$ cat src/hw/dp_pkg.sv
// constants, field layout and register map of the dataport channel configuration block
// ****************************************************************
// ****************************************************************
package dp_pkg;

  // port count and configuration word
  localparam int NPORT = 10;
  localparam int CFG_W = 24;

  // field positions inside a configuration word
  localparam int F_ACT  = 0;
  localparam int F_DEST = 1;
  localparam int F_TS   = 5;
  localparam int F_FRM  = 10;
  localparam int F_RATE = 12;
  localparam int F_SR   = 15;
  localparam int F_EC   = 20;
  localparam int F_LBD  = 22;
  localparam int F_ERR  = 24;
  localparam int W_ERR  = 5;

  // destination codes
  localparam logic [3:0] DEST_WAN_LAST = 4'h7;
  localparam logic [3:0] DEST_SRV_LAST = 4'hA;
  localparam logic [3:0] DEST_NONE     = 4'hB;

  // framing codes
  localparam logic [1:0] FRM_A   = 2'h0;
  localparam logic [1:0] FRM_B5  = 2'h1;
  localparam logic [1:0] FRM_B10 = 2'h2;
  localparam logic [1:0] FRM_B20 = 2'h3;

  // rate codes
  localparam logic [2:0] RATE_2K4  = 3'h0;
  localparam logic [2:0] RATE_9K6  = 3'h2;
  localparam logic [2:0] RATE_19K2 = 3'h3;
  localparam logic [2:0] RATE_56K  = 3'h4;
  localparam logic [2:0] RATE_64K  = 3'h5;
  localparam logic [2:0] RATE_SW56 = 3'h6;

  // error correction and loopback detect codes
  localparam logic [1:0] EC_OFF  = 2'h0;
  localparam logic [1:0] EC_MAJV = 2'h1;
  localparam logic [1:0] EC_BCH  = 2'h2;
  localparam logic [1:0] LBD_WTO = 2'h0;
  localparam logic [1:0] LBD_OFF = 2'h2;

  // slot and subrate limits
  localparam logic [4:0] TS_MAX_T1  = 5'h18;
  localparam logic [4:0] TS_MAX_E1  = 5'h1F;
  localparam logic [4:0] TS_E1_SIG  = 5'h10;
  localparam logic [4:0] SR_MAX_B5  = 5'h05;
  localparam logic [4:0] SR_MAX_B10 = 5'h0A;
  localparam logic [4:0] SR_MAX_B20 = 5'h14;
  localparam logic [4:0] SR_ONE     = 5'h01;

  // reset word: slot 01 and position 01, all other fields zero
  localparam logic [23:0] CFG_RESET = 24'h008020;

  // register byte offsets
  localparam logic [11:0] A_CTRL    = 12'h000;
  localparam logic [11:0] A_ACTION  = 12'h004;
  localparam logic [11:0] A_STATUS  = 12'h008;
  localparam logic [11:0] A_ELAPSED = 12'h00C;
  localparam logic [11:0] A_PORT0   = 12'h040;

  // control, action and status bits
  localparam int C_E1      = 0;
  localparam int C_SIG     = 1;
  localparam int C_BCH     = 2;
  localparam int CTRL_W    = 3;
  localparam int ACT_SAVE  = 0;
  localparam int ACT_UNDO  = 1;
  localparam int ACT_RFSH  = 2;
  localparam int ACT_LEAVE = 3;
  localparam int S_DIRTY   = 0;
  localparam int S_PROMPT  = 1;
  localparam int S_REFUSED = 2;
  localparam int S_ERR     = 16;

  // timing
  localparam int CLK_HZ           = 50_000_000;
  localparam int SEC_S            = 1;
  localparam int CYC_PER_SEC      = CLK_HZ * SEC_S;
  localparam int LOOP_TIMEOUT_MIN = 10;
  localparam logic [9:0] LOOP_TIMEOUT_SEC = 10'(LOOP_TIMEOUT_MIN * 60);

endpackage

$ cat src/hw/port_check.sv
// legality check of one port configuration word
`timescale 1ns/1ns
module port_check
  import dp_pkg::*;
(
  // settings under test
  input  wire logic [CFG_W-1:0] cfg,
  input  wire logic [CTRL_W-1:0] ctrl,
  // flags: dest/rate, slot, frame/position, correction, detect mode
  output logic      [W_ERR-1:0] err
);

  logic [3:0] dest;
  logic [4:0] ts;
  logic [1:0] frm;
  logic [2:0] rate;
  logic [4:0] sr;
  logic [1:0] ec;
  logic       srv;
  logic       wan;
  logic [4:0] sr_max;
  logic [4:0] ts_max;

  // field extraction
  assign dest = cfg[F_DEST +: 4];
  assign ts   = cfg[F_TS +: 5];
  assign frm  = cfg[F_FRM +: 2];
  assign rate = cfg[F_RATE +: 3];
  assign sr   = cfg[F_SR +: 5];
  assign ec   = cfg[F_EC +: 2];
  assign wan  = dest <= DEST_WAN_LAST;
  assign srv  = !wan && dest <= DEST_SRV_LAST;

  // per-format limits
  always_comb
  begin
    ts_max = ctrl[C_E1] ? TS_MAX_E1 : TS_MAX_T1;
    unique case (frm)
      FRM_A:   sr_max = SR_ONE;
      FRM_B5:  sr_max = (rate == RATE_19K2) ? SR_MAX_B5 - SR_ONE : SR_MAX_B5;
      FRM_B10: sr_max = SR_MAX_B10;
      FRM_B20: sr_max = SR_MAX_B20;
    endcase
  end

  // offending settings
  always_comb
  begin
    err = '0;
    err[0] = (dest > DEST_NONE) || (rate > RATE_SW56)
      || (srv && rate != RATE_56K && rate != RATE_64K);
    err[1] = wan && (ts == 5'h00 || ts > ts_max
      || (ctrl[C_E1] && ctrl[C_SIG] && ts == TS_E1_SIG));
    err[2] = sr == 5'h00 || sr > sr_max;
    err[3] = (ec > EC_BCH) || (rate == RATE_SW56 && ec != EC_OFF)
      || (ec == EC_MAJV && rate > RATE_9K6)
      || (ec == EC_BCH && !ctrl[C_BCH])
      || (ec == EC_BCH && rate != RATE_19K2 && rate != RATE_56K && rate != RATE_64K);
    err[4] = cfg[F_LBD +: 2] > LBD_OFF;
  end

endmodule

$ cat src/hw/loop_timer.sv
// remote loopback hold with optional release after the detect time-out
`timescale 1ns/1ns
module loop_timer
  import dp_pkg::*;
(
  // clock and reset
  input  wire logic       pclk,
  input  wire logic       presetn,
  // one-second enable and committed detect mode
  input  wire logic       tick_sec,
  input  wire logic [1:0] mode,
  // remote commands, one-cycle pulses
  input  wire logic       loop_up,
  input  wire logic       loop_down,
  // loopback held
  output logic            loop_active
);

  typedef struct packed {
    logic       active;
    logic [9:0] secs;
  } lt_state_t;

  lt_state_t st;
  lt_state_t next_st;

  // loopback hold and timeout count
  always_comb
  begin
    next_st = st;
    if (mode == LBD_OFF)
      next_st.active = 1'b0;
    else if (loop_up)
    begin
      next_st.active = 1'b1;
      next_st.secs   = '0;
    end
    else if (loop_down)
      next_st.active = 1'b0;
    else if (st.active && mode == LBD_WTO && tick_sec)
    begin
      if (st.secs == LOOP_TIMEOUT_SEC - 10'h001)
        next_st.active = 1'b0;
      else
        next_st.secs = st.secs + 10'h001;
    end
  end

  // state register
  always_ff @(posedge pclk or negedge presetn)
  begin
    if (!presetn)
      st <= '0;
    else
      st <= next_st;
  end

  assign loop_active = st.active;

endmodule

$ cat src/hw/dataport_channel_config.sv
// register bank, commit and revert logic for the ten-port dataport unit
//
// The register offsets and register access over APB were chosen for this implementation.
`timescale 1ns/1ns
module dataport_channel_config
  import dp_pkg::*;
#(
  parameter int unsigned TICK_CYCLES = CYC_PER_SEC
)
(
  // clock and reset
  input  wire logic                        pclk,
  input  wire logic                        presetn,
  // apb slave
  input  wire logic                        psel,
  input  wire logic                        penable,
  input  wire logic                        pwrite,
  input  wire logic [11:0]                 paddr,
  input  wire logic [31:0]                 pwdata,
  output logic      [31:0]                 prdata,
  output logic                             pready,
  output logic                             pslverr,
  // remote loopback commands per port
  input  wire logic [NPORT-1:0]            remote_loop_up,
  input  wire logic [NPORT-1:0]            remote_loop_down,
  // committed configuration per port
  output logic      [NPORT-1:0][CFG_W-1:0] port_config,
  output logic      [NPORT-1:0]            slot_claim,
  output logic      [NPORT-1:0]            loop_active,
  // operator prompt
  output logic                             config_prompt
);

  // ****************************************************************
  // state
  // ****************************************************************

  typedef struct packed {
    logic [NPORT-1:0][CFG_W-1:0] pend;
    logic [NPORT-1:0][CFG_W-1:0] comm;
    logic [NPORT-1:0]            claim;
    logic [CTRL_W-1:0]           ctrl;
    logic                        prompt;
    logic                        refused;
    logic [31:0]                 div;
    logic [31:0]                 secs;
    logic [31:0]                 snap;
    logic [31:0]                 rdata;
    logic                        rerr;
  } cfg_state_t;

  cfg_state_t st;
  cfg_state_t next_st;

  logic [NPORT-1:0][W_ERR-1:0] perr;
  logic [NPORT-1:0]            port_bad;
  logic                        any_bad;
  logic                        dirty;
  logic                        tick_sec;
  logic                        setup;
  logic                        wr_acc;
  logic                        aligned;
  logic                        port_hit;
  logic [3:0]                  idx;
  logic                        mapped;
  logic [31:0]                 rd_mux;
  logic [31:0]                 status_word;

  // ****************************************************************
  // per-port checks and loopback holds
  // ****************************************************************

  // one checker on each pending word, one hold on each committed mode
  generate
    for (genvar i = 0; i < NPORT; i++)
    begin : g_port
      port_check u_chk (
        .cfg  (st.pend[i]),
        .ctrl (st.ctrl),
        .err  (perr[i])
      );

      loop_timer u_loop (
        .pclk        (pclk),
        .presetn     (presetn),
        .tick_sec    (tick_sec),
        .mode        (st.comm[i][F_LBD +: 2]),
        .loop_up     (remote_loop_up[i]),
        .loop_down   (remote_loop_down[i]),
        .loop_active (loop_active[i])
      );

      assign port_bad[i] = |perr[i];
    end
  endgenerate

  // ****************************************************************
  // decode
  // ****************************************************************

  // summary flags
  assign any_bad  = |port_bad;
  assign dirty    = st.pend != st.comm;
  assign tick_sec = st.div == 32'(TICK_CYCLES - 1);

  // apb phases and address decode
  assign setup    = psel && !penable;
  assign wr_acc   = psel && penable && pwrite && !st.rerr;
  assign aligned  = paddr[1:0] == 2'h0;
  assign idx      = paddr[5:2];
  assign port_hit = paddr[11:6] == A_PORT0[11:6] && idx < 4'(NPORT);
  assign mapped   = aligned && (port_hit || paddr == A_CTRL || paddr == A_ACTION
                    || paddr == A_STATUS || paddr == A_ELAPSED);

  // status word
  always_comb
  begin
    status_word = '0;
    status_word[S_DIRTY]   = dirty;
    status_word[S_PROMPT]  = st.prompt;
    status_word[S_REFUSED] = st.refused;
    status_word[S_ERR +: NPORT] = port_bad;
  end

  // read data selection, sampled in the setup cycle
  always_comb
  begin
    rd_mux = '0;
    if (port_hit && aligned)
      rd_mux = {3'h0, perr[idx], st.pend[idx]};
    else if (paddr == A_CTRL)
      rd_mux = {29'h0, st.ctrl};
    else if (paddr == A_STATUS)
      rd_mux = status_word;
    else if (paddr == A_ELAPSED)
      rd_mux = st.snap;
  end

  // ****************************************************************
  // next state
  // ****************************************************************

  always_comb
  begin
    next_st = st;

    // one-second enable and running seconds count
    next_st.div = tick_sec ? 32'h0 : st.div + 32'h1;
    if (tick_sec)
      next_st.secs = st.secs + 32'h1;

    // read capture and error decision at setup
    if (setup)
    begin
      next_st.rdata = mapped ? rd_mux : 32'h0;
      next_st.rerr  = !mapped;
    end

    // register writes in the access cycle
    if (wr_acc)
    begin
      if (port_hit)
        next_st.pend[idx] = pwdata[CFG_W-1:0];
      else if (paddr == A_CTRL)
        next_st.ctrl = pwdata[CTRL_W-1:0];
      else if (paddr == A_ACTION)
      begin
        if (pwdata[ACT_SAVE])
        begin
          if (any_bad)
            next_st.refused = 1'b1;
          else
          begin
            next_st.comm    = st.pend;
            next_st.refused = 1'b0;
            next_st.prompt  = 1'b0;
            for (int i = 0; i < NPORT; i++)
            begin
              next_st.claim[i] = st.pend[i][F_ACT]
                && st.pend[i][F_DEST +: 4] <= DEST_WAN_LAST;
            end
          end
        end
        else if (pwdata[ACT_UNDO])
        begin
          next_st.pend   = st.comm;
          next_st.prompt = 1'b0;
        end
        if (pwdata[ACT_RFSH])
          next_st.snap = st.secs;
        if (pwdata[ACT_LEAVE] && dirty)
          next_st.prompt = 1'b1;
      end
    end
  end

  // ****************************************************************
  // registers
  // ****************************************************************

  always_ff @(posedge pclk or negedge presetn)
  begin
    if (!presetn)
    begin
      st      <= '0;
      st.pend <= {NPORT{CFG_RESET}};
      st.comm <= {NPORT{CFG_RESET}};
    end
    else
      st <= next_st;
  end

  // ****************************************************************
  // outputs
  // ****************************************************************

  // zero wait states; data and error prepared in setup
  assign pready        = 1'b1;
  assign pslverr       = psel && penable && st.rerr;
  assign prdata        = st.rdata;
  assign port_config   = st.comm;
  assign slot_claim    = st.claim;
  assign config_prompt = st.prompt;

endmodule

$ cat config.mk
export PLATFORM = sky130hd
export DESIGN_NAME = dataport_channel_config
export DESIGN_NICKNAME = d
export VERILOG_FILES = /design/src/hw/dp_pkg.sv /design/src/hw/port_check.sv /design/src/hw/loop_timer.sv /design/src/hw/dataport_channel_config.sv
export SDC_FILE = /design/constraint.sdc
export NUM_CORES = 2
export LEC_CHECK = 0
export BUFFER_PORTS_ARGS = -buffer_cell sky130_fd_sc_hd__buf_2
export CORE_MARGIN = 8
export CORE_UTILIZATION = 55
export DETAILED_ROUTE_END_ITERATION = 7
export PLACE_DENSITY = 0.77
export SLEW_MARGIN = 40
export SYNTH_ARGS = -nofsm -noshare
export SYNTH_HDL_FRONTEND = slang
export SYNTH_HIERARCHICAL = 1
export SYNTH_SLANG_ARGS = --single-unit
$ cat constraint.sdc
create_clock -name pclk -period 3.65 [get_ports pclk]
set_clock_uncertainty 0.05 [all_clocks]
set_input_delay 0.365 -clock pclk [delete_from_list [all_inputs] [get_ports pclk]]
set_output_delay 0.365 -clock pclk [all_outputs]
set_load 0.005 [all_outputs]
==> flow_metrics.py <==
metrics = {
    "floorplanning": {
        "start_util_pct": 55.6,
        "floorplan.die.height_um": 299,
        "row_count": 103,
        "floorplan.core_area_sq_um": 79100,
        "die-width_um": 299,
        "total_die_area_sq_um": 89300,
        "floorplan.io_pins": 364,
    },
    "grt": {
        "globalRouteTotalUtil_pct": 34.5,
        "maximum_number_of_pins_on_one_net_before_global_route_repair": 158,
        "first_pass_grt_wire_length_um": 233000,
        "gr-total-overflow": 0,
        "antenna_violations_before_repair": 12,
        "grt_pass1_vias": 35100,
    },
    "final_layout": {
        "layout.filler_cells": 5963,
        "synthToLayoutAreaGrowth_pct": 16.3,
        "post_layout_nonfiller_instances": 5683,
        "num-nets-final": 4709,
        "final_core_util_pct": 64.6,
        "fraction_of_final_layout_cells_sized_beyond_drive_strength_1_pct": 27.8,
    },
    "synthesis": {
        "postSynthNetCount": 4454,
        "synth_cell_type_count": 65,
        "synth_edf_count": 0,
        "yosys.area.top_type": "sky130_fd_sc_hd__dfrtp_1",
        "synth-compound-area-share_pct": 11.3,
        "synth_adder_area_share_pct": 2.62,
        "synth_mux_area_share_pct": 17.1,
        "main_combinational_cell_family_by_area_after_synthesis": "multiplexers",
        "yosys_register_bits": 734,
        "postSynthCellCount": 4293,
        "synth_xor_area_share_pct": 5.74,
        "mappedNetlistArea_sq_um": 44000,
        "count_of_yosys_warnings_during_synthesis": 6,
        "synth_simple_gate_area_share_pct": 12.5,
        "mean_instance_size_in_the_synthesized_netlist_sq_um": 10.2,
        "synthFlopType": "sky130_fd_sc_hd__dfrtp_1",
        "synth.top_cells.by_area": "sky130_fd_sc_hd__dfrtp_1 (39%), sky130_fd_sc_hd__mux2_2 (8.0%), sky130_fd_sc_hd__buf_4 (4.9%), sky130_fd_sc_hd__mux2_1 (4.3%), sky130_fd_sc_hd__nand2_1 (4.0%)",
        "yosys.area.top_type_share_pct": 39.5,
        "postSynth.asyncResetShare_pct": 100,
        "synth.yosys.seq_area_share_pct": 41.9,
    },
    "clocking": {
        "cts_max_path_buffers": 3,
        "worst_skew_pair.late_latency_ps": 660,
        "ctsHtreeMaxLevel": 3,
        "worst_setup_hold_path_clk_slew_ps": 60,
        "tritoncts": "done",
        "numCtsBuffers": 82,
        "clock_sinks": 734,
        "clock-root-buffer": "sky130_fd_sc_hd__clkbuf_16",
    },
    "min_path": {
        "worstHoldStart": "remote_loop_down[9]",
        "hold_class": "in -> reg",
        "timing.hold.worst_path_depth": 4,
        "min_to": "g_port[9].u_loop/loop_active",
    },
    "critical_path": {
        "worst-setup-path-type": "reg -> reg",
        "cp-startpoint": "st[131]",
        "cp-end-kind": "flop",
        "regToRegStartpoint": "st[131]",
        "r2r-end": "port_config[201]",
        "r2r_setup_slack_ps": -160,
        "critPathMaxFanout": 8,
        "arrival_ps": 4290,
        "critPathLaunchType": "flop",
        "worstPathRequired_ps": 4130,
        "reg2reg_depth": 16,
    },
    "sta": {
        "worst_slew_pin_slew_ps": 1200,
        "worst_slew_slack_as_a_fraction_of_its_limit_pct": 19.4,
        "finalHoldViolations": 0,
        "fmax_achieved_mhz": 263,
        "report.final.setup_viol": 239,
        "min_period_over_period_pct": 104,
        "report.final.slew_viol_count": 0,
        "fin_ws_ps": -159,
        "min_period_ps": 3810,
        "final.hold.worst_slack_ps": 14.4,
        "rsz_0062_raised_after_global_routing": "yes",
    },
    "job": {
        "cap_violations": 0,
    },
    "run_status": {
        "violations": "negative setup slack",
        "status": "complete, but fails checks",
    },
    "detailed_routing": {
        "drc": 0,
        "first_iteration_detailed_routing_drc_count": 5359,
        "drtPass1Iterations": 8,
        "total_via_count_after_detailed_routing": 37900,
        "ant_nets": 0,
        "wire_per_inst_um": 29.3,
        "wirelength_um": 166000,
        "route.detailed.vias_per_inst": 6.66,
    },
    "pwr": {
        "p_switching_mw": 4.16,
        "power_leakage_nw": 23.8,
        "seqPwrFrac_pct": 45.7,
        "clock_power_share_pct": 50.6,
        "power.density_cell_area_nw_per_um2": 357,
        "pwr-share-comb_pct": 3.7,
        "vdd.ir_drop.worst_v": 0.000415,
        "internal_power_mw": 14.1,
        "finalPower_mw": 18.2,
        "p_sw_share_pct": 22.8,
    },
    "placed_design": {
        "place.detailed.hpwl_um": 119000,
        "dpl.cell_count": 5455,
        "io_buffer_count": 354,
        "placement.setup.worst_slack_ps": -214,
        "gp_congestion": 1.08,
    },
}
[power groups by stage]
stage | sequential, mW | clock (mW) | combinational, mW
6_report | 8.34 | 9.22 | 0.677
5_1_grt | 8.35 | 9.56 | 0.741
4_1_cts | 8.33 | 9.24 | 0.673
3_5_place_dp | 8.48 | 0 | 0.663
3_3_place_gp | 8.47 | 0 | 0.649
2_1_floorplan | 8.42 | 0 | 0.368
[timing repair]
item / CTS / global route
hold endpoints to repair: 72 / 0
cloned: 1 / 27
gates resized for setup: 21 / 280
pin swaps: 3 / 8
setup buffers: 5 / 15
setup endpoints to repair: 243 / 245
hold buffers: 11 / 0
[per-stage QoR]
step | TNS [ps] | cell area (sq um)
after detailed placement | -40310 | 46100
after global placement | -33250 | 46100
after floorplan | 0 | 44000
final | -23510 | 51100
after CTS | 0 | 49300
after global routing | -36710 | 51100
[worst max-delay path, cell delays in order (launching register included)]
cell and delay, ps:
sky130_fd_sc_hd__dfrtp_2 410, sky130_fd_sc_hd__buf_12 150, sky130_fd_sc_hd__buf_8 130, sky130_fd_sc_hd__inv_4 50
sky130_fd_sc_hd__ha_4 190, sky130_fd_sc_hd__nor2b_1 120, sky130_fd_sc_hd__o21a_1 190, sky130_fd_sc_hd__o21ai_2 140
sky130_fd_sc_hd__o21ai_2 110, sky130_fd_sc_hd__or4_4 600, sky130_fd_sc_hd__nor4_4 220, sky130_fd_sc_hd__nand4_1 190
sky130_fd_sc_hd__nor2_4 260, sky130_fd_sc_hd__buf_6 180, sky130_fd_sc_hd__buf_12 180, sky130_fd_sc_hd__clkbuf_16 190
sky130_fd_sc_hd__mux2_4 310
[worst max path at each step]
stage,to,slack [ps],cells after the start
finish,port_config[201],-160,16
global route,port_config[200],-210,15
CTS,port_config[147],8,16
detailed placement,port_config[10],-210,14
global placement,port_config[58],-170,14
floorplan,port_config[10],220,13
[final cells by class]
cell class	count	area (sq um)	share of cell area (%)
repair buffers	650	5010	9.81
clock inverters	26	452	0.883
clock buffers	126	2530	4.96
inverters	197	742	1.45
well taps	1050	1310	2.57
multi-input cells	2883	22600	44.2
diodes	17	42.5	0.0832
flip-flops and latches	734	18400	36.0
[cell families after synthesis]
logic type / count (synthesis)
compound gates: 772
fa+ha+maj: 92
simple gates: 1125
buf+inv: 676
other cells: 1
mux: 605
flops: 734
xor+xnor: 288
[synth_stat cells (all sizes together), types with 13 or more instances]
| master | count |
|---|---|
| nand2b | 13 |
| a21oi | 58 |
| a32o | 13 |
| clkbuf | 98 |
| nand3b | 20 |
| and3 | 33 |
| nand4 | 88 |
| mux2i | 43 |
| o221ai | 23 |
| or4 | 20 |
| buf | 381 |
| and2 | 16 |
| mux2 | 504 |
| nor2 | 168 |
| o211ai | 35 |
| inv | 197 |
| ha | 92 |
| nand3 | 120 |
| o21ai | 374 |
| mux4 | 58 |
| nand2 | 474 |
| xnor2 | 150 |
| nor4 | 64 |
| o22ai | 29 |
| dfstp | 40 |
| xor2 | 138 |
| nor2b | 26 |
| a221oi | 20 |
| a22oi | 24 |
| dfrtp | 694 |
| o311a | 20 |
| and4 | 26 |
| a31oi | 80 |
| nor3 | 29 |
[sequential cells by signal, indices dropped and copies added, names as in the netlist]
signal and cells:
config_prompt 1, g_port.u_loop/loop_active 10, g_port.u_loop/st 100, port_config 240, prdata 32, slot_claim 10, st 341
[per-layer routing]
layer / vias up / global-route usage [%] / part of all wire, % / wire length (um)
li1: 15700 / - / - / -
met1: 18600 / 43.4 / 36 / 59500
met2: 2858 / 49.8 / 42 / 69300
met3: 744 / 11.9 / 14 / 22500
met4: 2 / 23.4 / 9.1 / 15200
met5: - / 0.108 / 0.0084 / 14
[cells in the final DEF, fill, tap and decap left out, drive strengths merged, types with 88 or more instances in the layout]
cell type	Yosys	routed
xor2	138	138
o21ai	374	374
mux2	504	504
buf	381	617
nand3	120	120
ha	92	92
nand4	88	88
clkbuf	98	148
nand2	474	474
dfrtp	694	694
xnor2	150	150
nor2	168	168
inv	197	199
(Power assumes the default switching activity.)
